`src/inc/mcu_clk_pkg.sv`:
```
// Constants, field layouts and types for the microcontroller clock and reset output block
package mcu_clk_pkg;

	// Register bus
	localparam int          DATA_W             = 8;
	localparam logic [7:0]  ADDR_CLK_CTRL      = 8'h00;
	localparam logic [7:0]  ADDR_MODE_CTRL     = 8'h01;
	localparam logic [7:0]  ADDR_GP_CTRL       = 8'h02;
	localparam logic [7:0]  ADDR_INT_STATUS_A  = 8'h03;
	localparam logic [7:0]  ADDR_INT_STATUS_B  = 8'h04;
	localparam logic [7:0]  ADDR_STATUS        = 8'h05;
	localparam logic [7:0]  READ_ZERO          = 8'h00;

	typedef struct packed {
		logic [7:0] addr;
		logic [7:0] wdata;
		logic       wr;
		logic       rd;
	} bus_req_t;

	// Clock control register layout, low bits first: mclk, clkt, enlfc, x32k_sel
	typedef struct packed {
		logic       x32k_sel;
		logic       enlfc;
		logic [1:0] clkt;
		logic [2:0] mclk;
	} clk_ctrl_t;

	localparam int          CLK_CTRL_W         = 7;
	localparam logic [2:0]  MCLK_FULL_SEL      = 3'h0;
	localparam logic [2:0]  MCLK_1MHZ_SEL      = 3'h6;
	localparam logic [2:0]  MCLK_LF_SEL        = 3'h7;
	localparam clk_ctrl_t   CLK_CTRL_RST       = '{x32k_sel: 1'b0, enlfc: 1'b0,
		clkt: 2'h0, mclk: MCLK_1MHZ_SEL};

	// Mode control bits
	localparam int          MODE_SLEEP_BIT     = 0;
	localparam int          MODE_SOFT_RST_BIT  = 1;

	// General-purpose pin function enables, 1 = default function
	localparam int          GP_A_BIT           = 0;
	localparam int          GP_B_BIT           = 1;
	localparam int          GP_C_BIT           = 2;
	localparam logic [2:0]  GP_CTRL_RST        = 3'h7;

	// Status register bits
	localparam int          STAT_XTAL_BIT      = 2;
	localparam int          STAT_LF_BIT        = 3;
	localparam int          STAT_IRQ_BIT       = 4;
	localparam int          STAT_RST_BIT       = 5;

	// Half period of the divided clock in core cycles, per select value
	localparam int          DIV_W              = 8;
	localparam logic [7:0]  HALF_PERIOD [8]    = '{8'h01, 8'h02, 8'h03, 8'h06,
		8'h08, 8'h0A, 8'h0C, 8'h01};

	// Extra output cycles before the clock stops, per tail setting
	localparam logic [7:0]  TAIL_CYCLES [4]    = '{8'h00, 8'h08, 8'h10, 8'h20};

	// Timing
	localparam int          CORE_CLK_MHZ       = 25;
	localparam int          SOFT_RESET_DURATION_NS = 2000;
	localparam int          SOFT_RESET_CYCLES  =
		(SOFT_RESET_DURATION_NS * CORE_CLK_MHZ + 999) / 1000;
	localparam int          SOFT_CNT_W         = 12;

	typedef enum logic [1:0] {
		ST_RUN   = 2'b00,
		ST_TAIL  = 2'b01,
		ST_SLEEP = 2'b10
	} mode_state_t;

	typedef enum logic [1:0] {
		SRC_OFF  = 2'b00,
		SRC_XTAL = 2'b01,
		SRC_LF   = 2'b10
	} clk_src_t;

endpackage

```
`src/rtl/pin_sync.sv`:
```
// Two-flop synchroniser for a group of asynchronous pin inputs
`timescale 1ns/1ps
module pin_sync #(
	parameter int W = 1
) (
	input  wire logic         core_clk,
	input  wire logic         resetn,
	input  wire logic [W-1:0] async_in,
	output logic      [W-1:0] sync_out
);
	logic [W-1:0] meta_q;

	for (genvar i = 0; i < W; i++)
	begin : g_bit
		always_ff @(posedge core_clk or negedge resetn)
		begin
			if (!resetn)
			begin
				meta_q[i]   <= 1'b0;
				sync_out[i] <= 1'b0;
			end
			else
			begin
				meta_q[i]   <= async_in[i];
				sync_out[i] <= meta_q[i];
			end
		end
	end
endmodule

```
`src/rtl/mcu_clock_and_reset_output.sv`:
```
// Microcontroller clock output, sleep gating and reset distribution to general-purpose pins
//
// Overview of operation
// - Three-bit clock select chooses one of eight microcontroller clock frequencies.
// - All choices except the low-frequency one divide the crystal clock.
// - Low-frequency clock comes from the RC oscillator or 32 kHz crystal, as selected.
// - After reset the third pin carries the microcontroller clock at 1 MHz.
// - Select 000 gives the fastest clock, half the crystal rate, when awake.
// - Low-frequency enable in sleep outputs the selected low-frequency clock (RC or 32 kHz crystal), ignoring select.
// - Crystal oscillator is switched off in sleep.
// - Without low-frequency enable the clock output stops in sleep.
// - Two-bit tail field adds extra clock cycles after sleep entry before stopping.
// - A pending interrupt keeps the clock running in every mode.
// - Sleep entry waits until the pending interrupt has been read.
// - Any reset event returns the clock control, mode and pin control registers to their defaults.
// - A register write requests software reset, held for a fixed duration.
// - Supply drop asserts reset until power-on-ready returns.
// - First pin carries the active-level reset by default.
// - Second pin carries the inverted reset by default.
`timescale 1ns/1ps
module mcu_clock_and_reset_output
	import mcu_clk_pkg::*;
(
	input  wire logic              core_clk,
	input  wire logic              resetn,
	input  wire bus_req_t          bus_req,
	output logic      [DATA_W-1:0] rd_data_q,
	input  wire logic [DATA_W-1:0] int_status_a,
	input  wire logic [DATA_W-1:0] int_status_b,
	input  wire logic              irq_pending,
	output logic                   int_status_a_rd_q,
	output logic                   int_status_b_rd_q,
	input  wire logic              rc_32k_clk,
	input  wire logic              xtal_32k_clk,
	input  wire logic              por_ready,
	input  wire logic              supply_low,
	output logic                   xtal_en_q,
	output logic                   chip_rst_q,
	output logic                   gp_pin_a_q,
	output logic                   gp_pin_b_q,
	output logic                   gp_pin_c_q
);
	localparam logic [SOFT_CNT_W-1:0] SOFT_CNT_LOAD = SOFT_CNT_W'(SOFT_RESET_CYCLES);
	localparam logic [SOFT_CNT_W-1:0] SOFT_CNT_ZERO = '0;
	localparam logic [DIV_W-1:0]      DIV_ONE       = 8'h01;
	localparam logic [7:0]            TAIL_ZERO     = 8'h00;

	// Synchronised pins: rc, crystal 32k, power-on-ready, supply drop
	logic [3:0] pins_s;
	logic       rc_s;
	logic       x32_s;
	logic       por_ok_s;
	logic       drop_s;

	pin_sync #(.W(4)) u_pin_sync (
		.core_clk (core_clk),
		.resetn   (resetn),
		.async_in ({supply_low, por_ready, xtal_32k_clk, rc_32k_clk}),
		.sync_out (pins_s)
	);

	assign rc_s     = pins_s[0];
	assign x32_s    = pins_s[1];
	assign por_ok_s = pins_s[2];
	assign drop_s   = pins_s[3];

	// Registers
	clk_ctrl_t                clk_ctrl_q;
	logic                     sleep_req_q;
	logic [2:0]               gp_ctrl_q;
	logic                     drop_q;
	logic [SOFT_CNT_W-1:0]    soft_cnt_q;
	logic                     soft_req;
	mode_state_t              state_q;
	mode_state_t              state_d;
	clk_src_t                 src_q;
	clk_src_t                 src_want;
	logic [DIV_W-1:0]         half_q;
	logic [DIV_W-1:0]         div_cnt_q;
	logic                     mcu_clk_q;
	logic                     lf_sel_q;
	logic                     lf_now;
	logic                     lf_prev_q;
	logic                     lf_rise;
	logic                     lf_fall;
	logic                     xtal_toggle;
	logic                     mcu_rise;
	logic [7:0]               tail_cnt_q;
	logic [7:0]               status;

	// Reset sources
	assign soft_req = bus_req.wr && (bus_req.addr == ADDR_MODE_CTRL)
		&& bus_req.wdata[MODE_SOFT_RST_BIT];

	always_ff @(posedge core_clk or negedge resetn)
	begin
		if (!resetn)
			drop_q <= 1'b0;
		else if (drop_s)
			drop_q <= 1'b1;
		else if (por_ok_s)
			drop_q <= 1'b0;
	end

	// Counter is kept out of the chip reset so the pulse outlasts the reset it causes
	always_ff @(posedge core_clk or negedge resetn)
	begin
		if (!resetn)
			soft_cnt_q <= SOFT_CNT_ZERO;
		else if (soft_req)
			soft_cnt_q <= SOFT_CNT_LOAD;
		else if (soft_cnt_q != SOFT_CNT_ZERO)
			soft_cnt_q <= soft_cnt_q - 1'b1;
	end

	always_ff @(posedge core_clk or negedge resetn)
	begin
		if (!resetn)
			chip_rst_q <= 1'b1;
		else
			chip_rst_q <= !por_ok_s || drop_s || drop_q || soft_req
				|| (soft_cnt_q != SOFT_CNT_ZERO);
	end

	// Software registers
	always_ff @(posedge core_clk or negedge resetn)
	begin
		if (!resetn)
		begin
			clk_ctrl_q  <= CLK_CTRL_RST;
			sleep_req_q <= 1'b0;
			gp_ctrl_q   <= GP_CTRL_RST;
		end
		else if (chip_rst_q)
		begin
			clk_ctrl_q  <= CLK_CTRL_RST;
			sleep_req_q <= 1'b0;
			gp_ctrl_q   <= GP_CTRL_RST;
		end
		else if (bus_req.wr)
		begin
			case (bus_req.addr)
				ADDR_CLK_CTRL:  clk_ctrl_q  <= clk_ctrl_t'(bus_req.wdata[CLK_CTRL_W-1:0]);
				ADDR_MODE_CTRL: sleep_req_q <= bus_req.wdata[MODE_SLEEP_BIT];
				ADDR_GP_CTRL:   gp_ctrl_q   <= bus_req.wdata[2:0];
				default:        ;
			endcase
		end
	end

	// Read path; interrupt status reads also acknowledge the interrupt block
	always_comb
	begin
		status                = READ_ZERO;
		status[1:0]           = state_q;
		status[STAT_XTAL_BIT] = xtal_en_q;
		status[STAT_LF_BIT]   = (src_q == SRC_LF);
		status[STAT_IRQ_BIT]  = irq_pending;
		status[STAT_RST_BIT]  = chip_rst_q;
	end

	always_ff @(posedge core_clk or negedge resetn)
	begin
		if (!resetn)
		begin
			rd_data_q         <= READ_ZERO;
			int_status_a_rd_q <= 1'b0;
			int_status_b_rd_q <= 1'b0;
		end
		else
		begin
			int_status_a_rd_q <= bus_req.rd && (bus_req.addr == ADDR_INT_STATUS_A);
			int_status_b_rd_q <= bus_req.rd && (bus_req.addr == ADDR_INT_STATUS_B);
			if (!bus_req.rd)
				rd_data_q <= READ_ZERO;
			else
			begin
				case (bus_req.addr)
					ADDR_CLK_CTRL:     rd_data_q <= {1'b0, clk_ctrl_q};
					ADDR_MODE_CTRL:    rd_data_q <= {7'h00, sleep_req_q};
					ADDR_GP_CTRL:      rd_data_q <= {5'h00, gp_ctrl_q};
					ADDR_INT_STATUS_A: rd_data_q <= int_status_a;
					ADDR_INT_STATUS_B: rd_data_q <= int_status_b;
					ADDR_STATUS:       rd_data_q <= status;
					default:           rd_data_q <= READ_ZERO;
				endcase
			end
		end
	end

	// Mode sequencing
	always_comb
	begin
		state_d = state_q;
		case (state_q)
			ST_RUN:
			begin
				// Sleep entry held off while the interrupt is unread
				if (sleep_req_q && !irq_pending)
				begin
					if (clk_ctrl_q.enlfc || (TAIL_CYCLES[clk_ctrl_q.clkt] == TAIL_ZERO))
						state_d = ST_SLEEP;
					else
						state_d = ST_TAIL;
				end
			end
			ST_TAIL:
			begin
				if (!sleep_req_q || irq_pending)
					state_d = ST_RUN;
				else if (mcu_rise && (tail_cnt_q == DIV_ONE))
					state_d = ST_SLEEP;
			end
			ST_SLEEP:
			begin
				if (!sleep_req_q || irq_pending)
					state_d = ST_RUN;
			end
			default: state_d = ST_RUN;
		endcase
	end

	always_ff @(posedge core_clk or negedge resetn)
	begin
		if (!resetn)
			state_q <= ST_RUN;
		else if (chip_rst_q)
			state_q <= ST_RUN;
		else
			state_q <= state_d;
	end

	always_ff @(posedge core_clk or negedge resetn)
	begin
		if (!resetn)
			tail_cnt_q <= TAIL_ZERO;
		else if (state_q == ST_RUN)
			tail_cnt_q <= TAIL_CYCLES[clk_ctrl_q.clkt];
		else if (state_q == ST_TAIL && mcu_rise && tail_cnt_q != TAIL_ZERO)
			tail_cnt_q <= tail_cnt_q - 1'b1;
	end

	// Crystal is stopped only once the sleep state is really reached
	always_ff @(posedge core_clk or negedge resetn)
	begin
		if (!resetn)
			xtal_en_q <= 1'b1;
		else
			xtal_en_q <= (state_d != ST_SLEEP) || chip_rst_q;
	end

	// Source choice moves when unused, or while both slow clocks and the output are low
	// Both low means the new source starts with a whole high phase
	always_ff @(posedge core_clk or negedge resetn)
	begin
		if (!resetn)
			lf_sel_q <= 1'b0;
		else if (src_q != SRC_LF || (!mcu_clk_q && !rc_s && !x32_s))
			lf_sel_q <= clk_ctrl_q.x32k_sel;
	end

	assign lf_now  = lf_sel_q ? x32_s : rc_s;
	assign lf_rise = lf_now && !lf_prev_q;
	assign lf_fall = !lf_now && lf_prev_q;

	always_ff @(posedge core_clk or negedge resetn)
	begin
		if (!resetn)
			lf_prev_q <= 1'b0;
		else
			lf_prev_q <= lf_now;
	end

	// Wanted source from mode and select
	always_comb
	begin
		src_want = SRC_XTAL;
		if (state_q == ST_SLEEP)
			src_want = clk_ctrl_q.enlfc ? SRC_LF : SRC_OFF;
		else if (clk_ctrl_q.mclk == MCLK_LF_SEL)
			src_want = SRC_LF;
		if (!xtal_en_q && src_want == SRC_XTAL)
			src_want = SRC_OFF;
	end

	// Switching while low means every high phase is whole
	always_ff @(posedge core_clk or negedge resetn)
	begin
		if (!resetn)
		begin
			src_q  <= SRC_XTAL;
			half_q <= HALF_PERIOD[MCLK_1MHZ_SEL];
		end
		else if (!mcu_clk_q && (src_q != src_want || xtal_toggle || src_q != SRC_XTAL))
		begin
			src_q  <= src_want;
			half_q <= HALF_PERIOD[clk_ctrl_q.mclk];
		end
	end

	assign xtal_toggle = (src_q == SRC_XTAL) && (div_cnt_q == half_q - DIV_ONE);

	always_ff @(posedge core_clk or negedge resetn)
	begin
		if (!resetn)
			div_cnt_q <= '0;
		else if (src_q != SRC_XTAL || xtal_toggle || (!mcu_clk_q && src_q != src_want))
			div_cnt_q <= '0;
		else
			div_cnt_q <= div_cnt_q + DIV_ONE;
	end

	assign mcu_rise = !mcu_clk_q && (src_q == src_want)
		&& (((src_q == SRC_XTAL) && xtal_toggle) || ((src_q == SRC_LF) && lf_rise));

	// Output phase; select 000 uses the shortest half period
	always_ff @(posedge core_clk or negedge resetn)
	begin
		if (!resetn)
			mcu_clk_q <= 1'b0;
		else if (mcu_clk_q)
		begin
			if ((src_q == SRC_XTAL && xtal_toggle) || (src_q == SRC_LF && lf_fall)
				|| src_q == SRC_OFF)
				mcu_clk_q <= 1'b0;
		end
		else if (mcu_rise)
			mcu_clk_q <= 1'b1;
	end

	// General-purpose pins
	always_ff @(posedge core_clk or negedge resetn)
	begin
		if (!resetn)
		begin
			gp_pin_a_q <= 1'b1;
			gp_pin_b_q <= 1'b0;
			gp_pin_c_q <= 1'b0;
		end
		else
		begin
			gp_pin_a_q <= gp_ctrl_q[GP_A_BIT] ? chip_rst_q : 1'b0;
			gp_pin_b_q <= gp_ctrl_q[GP_B_BIT] ? !chip_rst_q : 1'b0;
			gp_pin_c_q <= gp_ctrl_q[GP_C_BIT] ? mcu_clk_q : 1'b0;
		end
	end
endmodule

```
`config.mk`:
```
export PLATFORM = sky130hd
export DESIGN_NAME = mcu_clock_and_reset_output
export DESIGN_NICKNAME = d
export VERILOG_FILES = /design/src/inc/mcu_clk_pkg.sv /design/src/rtl/pin_sync.sv /design/src/rtl/mcu_clock_and_reset_output.sv
export SDC_FILE = /design/constraint.sdc
export NUM_CORES = 1
export LEC_CHECK = 0
export BUFFER_PORTS_ARGS = -buffer_cell sky130_fd_sc_hd__buf_4
export CORE_MARGIN = 2
export CORE_UTILIZATION = 35
export CTS_BUF_LIST = sky130_fd_sc_hd__clkbuf_8
export CTS_CLUSTER_SIZE = 8
export DETAILED_ROUTE_END_ITERATION = 10
export SLEW_MARGIN = 0
export SYNTH_ARGS = -nofsm -noshare
export SYNTH_HDL_FRONTEND = slang
export SYNTH_SLANG_ARGS = --single-unit
export TNS_END_PERCENT = 10
```
`constraint.sdc`:
```
create_clock -name core_clk -period 2.6 [get_ports core_clk]
set_clock_uncertainty 0.1 [all_clocks]
set_input_delay 0.26 -clock core_clk [delete_from_list [all_inputs] [get_ports core_clk]]
set_output_delay 0.26 -clock core_clk [all_outputs]
set_load 0.02 [all_outputs]
```
* After elaboration in Yosys (flattened, before gate mapping) *
Memory sizes are Yosys's and may differ from the RTL's. A register that Yosys moved wholly into a read port is not among the register bits.
Cells that the tools add are included.

word-level totals
  bits of input ports = 41
  bits in read-only memories = 64
  memories = 1
  register bits after elaboration = 70
  word-level logic and storage cells = 159
  output and inout port bits = 15

memory list
  memory            words  bits a word  rd ports  clocked after Yosys merged registers in  write ports  RTL line                           text
  (name not given)  8      8            1         1                                        0            mcu_clock_and_reset_output.sv:297  half_q <= HALF_PERIOD[clk_ctrl_q.mclk];

cells by class
  multiplexer cells = 39
  equal/unequal tests = 18
  bitwise gates (word level) = 2
  reduce and logical (&&, ||, !) cells = 63
  $add $sub $neg = 4
  order comparisons = 1

operator list
  cell                                                 number
  two-way mux 8 bit                                    6
  one-hot mux 8 bit (6 select lines)                   1
  two-way mux 12 bit                                   2
  logical AND 1 bit                                    21
  two-way mux 7 bit                                    3
  two-way mux 2 bit                                    10
  binary-select mux 8 bit (select 2 bit)               1
  equality test 8 x 1 -> 1 bit, second input constant  2
  equality test 8 x 2 -> 1 bit, second input constant  2
  equality test 8 x 3 -> 1 bit, second input constant  2
  zero test 8 bit                                      2
  subtractor 8 x 1 -> 8 bit, second input constant     2
  logical OR 1 bit                                     15
  nonzero test 2 bit                                   7
  two-way mux 1 bit                                    12
  nonzero test 12 bit                                  1
  subtractor 12 x 1 -> 12 bit, second input constant   1
  zero test 1 bit                                      11
  two-way mux 3 bit                                    3
  adder 8 x 1 -> 8 bit, second input constant          1
  equality test 8 bit                                  1
  nonzero test 8 bit                                   1
  equality test 2 x 1 -> 1 bit, second input constant  3
  one-hot mux 2 bit (3 select lines)                   1
  11 further kinds                                     16

* Logic depth before layout (Yosys ltp) *
  depth in word-level cells = 15
  gate-level depth with buffers = 9
  depth with buffers taken out = 8

* Cells and area by module *
From an unflattened synthesis, not the netlist that was laid out.

unflattened totals
  cells, all modules = 353
  area total of the unflattened synthesis = 3,688.5 um^2

modules (own cells, without submodules)
  module                      seq. area each (um^2)  cells an instance  area an instance (um^2)  times used
  mcu_clock_and_reset_output  1,665.3                345                3,488.3                  1
  pin_sync                    200.2                  8                  200.2                    1

* Least setup slack after synthesis *
Ideal clock, no wire load.

  path type = reg2reg
  start = register half_q[3]
  end = register tail_cnt_q[0]
  period minus slack after synthesis = 2,358 ps
  stages on the path, launching flop included = 10
  arrival = 2,135 ps
  library setup time = 123 ps
  path slack = 242 ps
  buffers on the path = 1
  data required time = 2,377 ps
  cells stage by stage = dfstp_2 > inv_1 > ha_1 > xnor2_1 > nor4_2 > o311ai_4 > a21oi_4 > buf_6 > nand2_1 > mux2i_1

on the way
  cells in the longest elaborated chain, start to end = 9

RTL lines
  what                                 RTL line                           text
  from (decl)                          mcu_clock_and_reset_output.sv:78   logic [DIV_W-1:0] half_q;
  subtractor 8 x 1 -> 8 bit            mcu_clock_and_reset_output.sv:301  assign xtal_toggle = (src_q == SRC_XTAL) && (div_cnt_q == half_q - DIV_ONE);
  equality test 8 bit                  mcu_clock_and_reset_output.sv:301
  logical AND 1 bit                    mcu_clock_and_reset_output.sv:301
  logical AND 1 bit                    mcu_clock_and_reset_output.sv:314  && (((src_q == SRC_XTAL) && xtal_toggle) || ((src_q == SRC_LF) && lf_rise));
  logical OR 1 bit                     mcu_clock_and_reset_output.sv:314
  logical AND 1 bit                    mcu_clock_and_reset_output.sv:314
  logical AND 1 bit (2 in a row)       mcu_clock_and_reset_output.sv:239  else if (state_q == ST_TAIL && mcu_rise && tail_cnt_q != TAIL_ZERO)
  nonzero test 2 bit (no source line)  -
  to (signal assigned)                 mcu_clock_and_reset_output.sv:238  tail_cnt_q <= TAIL_CYCLES[clk_ctrl_q.clkt];
  to (signal assigned)                 mcu_clock_and_reset_output.sv:240  tail_cnt_q <= tail_cnt_q - 1'b1;
  to (decl)                            mcu_clock_and_reset_output.sv:88   logic [7:0] tail_cnt_q;

No other way between the ends.
A chain may end at the register's enable or synchronous reset.

* Worst setup path in the final report *
  start = register half_q[0]
  end = register tail_cnt_q[3]

The elaborated chain is that of the path after synthesis.

==> flow_summary.ini <==
[hold_path]
hold_class = input pin to flip-flop

[global_routing]
grt_pass1_wl_mm = 14.4
antenna_found_initial = 0
overflow = 0
grt_max_degree = 75
grt_pass1_vias = 3032
track_usage_pct = 15.7

[synth]
muxShareOfSynthArea_pct = 3.79
synth-simple-area-share_pct = 22.8
synth_top_flop_cell = dfrtp_1
synth_cell_types = 61
synth_top_cell_area_share_pct = 41.5
synth_edf_count = 0
postSynthAreaPerCell_um2 = 10.1
ys_seq_elements = 74
synth_xor_xnor_area_share_pct = 5.30
synthArstFlopShare_pct = 100
yosys-top-cells-area = dfrtp_1 (41%), dfstp_2 (7.6%), nor2_1 (4.6%)
synth_fa_ha_area_share_pct = 1.98
synth_top_family_by_area = simple AND/OR/NAND/NOR gates
synth.largest_area_cell = dfrtp_1
syn_inst = 376
ys_warn_count = 0
syn_nets = 423
synth-compound-area-share_pct = 13.6
synth_area_mm2 = 0.00380
ys_seq_area_share_pct = 49.1

[routing]
drc_errors = 0
wl_per_cell_um = 14.5
dr.pass1.iters = 4
drt_iter0_drc = 100
dr_total_vias = 3001
avgViaCountPerCell = 5.06
final_antenna_net_count = 0
routed_wl_mm = 8.60

[cells_and_area]
layout-drive-gt1-share_pct = 23.4
nets = 495
fin_area_mm2 = 0.00469
fillers = 1063
final_common_cell = buf_4
multiInputGateArea_mm2 = 0.00182
final_cell_mix = buf_4 (65), dfrtp_1 (63), nor2_1 (47), nand2_1 (29), inv_1 (21)
layout.cells.non_filler = 593
area_delta_synth_final_pct = 23.5
seq_area_mm2 = 0.00187
antenna_cells = 0

[cts]
cts_root_buf = clkbuf_8
cts_buffers = 9
clockBufferDepth = 2
cts_htree_levels = 3
clkSinkCount = 74
cts_tree = done
clock_latency_ns = 0.35
path_clk_slew_ns = 0.08

[place]
dp_hpwl_mm = 6.15
gp_congestion = 0.854
placed_area_mm2 = 0.00440
dp.cells = 569
portBuffers = 54

[setup_path]
critPathKind = flip-flop to flip-flop
start_kind = flip-flop
cp_cell_sequence = inv_1, ha_1, xnor2_1, nor4_2, o311ai_4, a21oi_4, buf_4, a31oi_1, a21o_1
crit_buf_inv = 2
cp_max_fo = 5
crit_required_ns = 2.74
cp_data_arrival_time_ns = 2.58
critical_path.top_delay_family = compound AO/OA/AOI/OAI gates
slowest_stage = dfrtp_1
cp_slowest_stage_delay_ns = 0.41
end_kind = flip-flop

[run]
maxCapViolCount = 0

[sta]
tightest_slew_ns = 0.922
timing.final.crit_share_pct = 93.9
drv_slew = 0
max_freq_ghz = 0.410
slew-limit-headroom_pct = 38.5
rsz0062_at_grt = no
hold_viol_final = 0
finalSetupTns_ns = 0
setup_violations = 0
post-route-min-period_ns = 2.44

[power]
p_sw_w = 0.00103
leakagePower_nw = 2.10
vdd_drop_max_mv = 0.325
p_int_w = 0.00222
swShare_pct = 31.6
powerDensity_mw_per_mm2 = 692
clkPwrFrac_pct = 30.3
power_frac_seq_pct = 44.9
comb_power_share_pct = 24.7

[floorplanning]
start_util_pct = 35.5
rows = 38
die_w_um = 108
die_area_mm2 = 0.0117
core_mm2 = 0.0107
dieHeight_um = 108
io_pins = 56

[run_status]
status = completed
## power groups by stage
| stage | Combinational [W] | Clock [W] | Sequential [W] |
|---|---|---|---|
| 2_1_floorplan | 0.000568 | 0 | 0.00144 |
| 6_report | 0.000803 | 0.000985 | 0.00146 |
| 3_5_place_dp | 0.000788 | 0 | 0.00147 |
| 3_3_place_gp | 0.000758 | 0 | 0.00147 |
| 5_1_grt | 0.000905 | 0.00107 | 0.00148 |
| 4_1_cts | 0.000795 | 0.00103 | 0.00146 |
## metrics by stage
stage,worst slack (ns),hold WS [ns],util [%],power (W)
2_1_floorplan,0.242,-0.136,-,0.00201
3_3_place_gp,0.0901,0.235,41.1,0.00223
3_5_place_dp,0.0447,0.235,41.1,0.00226
4_1_cts,0.0187,0.0353,43.6,0.00328
5_1_grt,0.0410,0.0364,43.9,0.00346
6_report,0.158,0.0489,43.9,0.00325
## cell usage after synthesis, types with 4 or more instances
cell and count:
dfrtp_1 63, nor2_1 47, nand2_1 29, inv_1 20
a21oi_1 15, nand3_1 15, xnor2_1 12, dfstp_2 11
mux2i_1 11, xor2_1 11, nor3_1 9, nor4_1 9
and3_1 8, o21ai_1 8, clkbuf_1 7, a22oi_1 6
ha_1 6, a211o_1 5, a22o_1 5, and2_1 5
nand3b_1 5, nand4_1 5, a21o_1 4, a31oi_1 4
nand2b_1 4
## cell type report
class                   count  share of cell area [%]
well taps                 140                    3.73
flip-flops and latches     74                    39.7
clock inverters             7                    2.00
clock buffers               9                    2.64
multi-input cells         272                    38.8
inverters                  21                    1.68
repair buffers             70                    11.5
## per-layer routing
layer	vias up	GRT usage, %	wire length [um]
met2	60	26.0	3950
met4	0	5.49	102
met3	6	3.68	355
met1	1450	20.1	4190
met5	-	0	0
li1	1485	-	-
## cells by family after synthesis
group | count (synthesis)
AND/OR/NAND/NOR | 160
flip-flops | 74
AO/OA/AOI/OAI | 68
buffers and inverters | 31
XOR/XNOR | 23
multiplexers | 14
adder cells (fa/ha/maj) | 6
## state kept, by name, summed over array words and instances, names as in the netlist, 4 cells and up
name,count
half_q,4
tail_cnt_q,8
soft_cnt_q,12
u_pin_sync.sync_out,4
clk_ctrl_q,7
div_cnt_q,8
u_pin_sync.meta_q,4
rd_data_q,8
## repair_timing
item                                   4_1_cts  5_1_grt
hold buffers                                 5        0
setup endpoints to repair                    0        9
setup buffers                                0        2
endpoints found under the hold margin       67        0
resized for setup                            0        1
## path summary, 6_finish.rpt
kind                                 startpoint                     end  slack (ns)  cells after the start
setup reg to reg                      half_q[0]           tail_cnt_q[3]        0.16                      9
min in group asynchronous                resetn           soft_cnt_q[2]        0.49                      2
max in group asynchronous                resetn            rd_data_q[5]        1.31                      2
hold reg to reg            u_pin_sync.meta_q[1]  u_pin_sync.sync_out[1]        0.25                      0
hold / removal                       bus_req[0]       int_status_b_rd_q        0.05                      2
setup / recovery                      half_q[0]           tail_cnt_q[3]        0.16                      9
(Power assumes the default switching activity.)
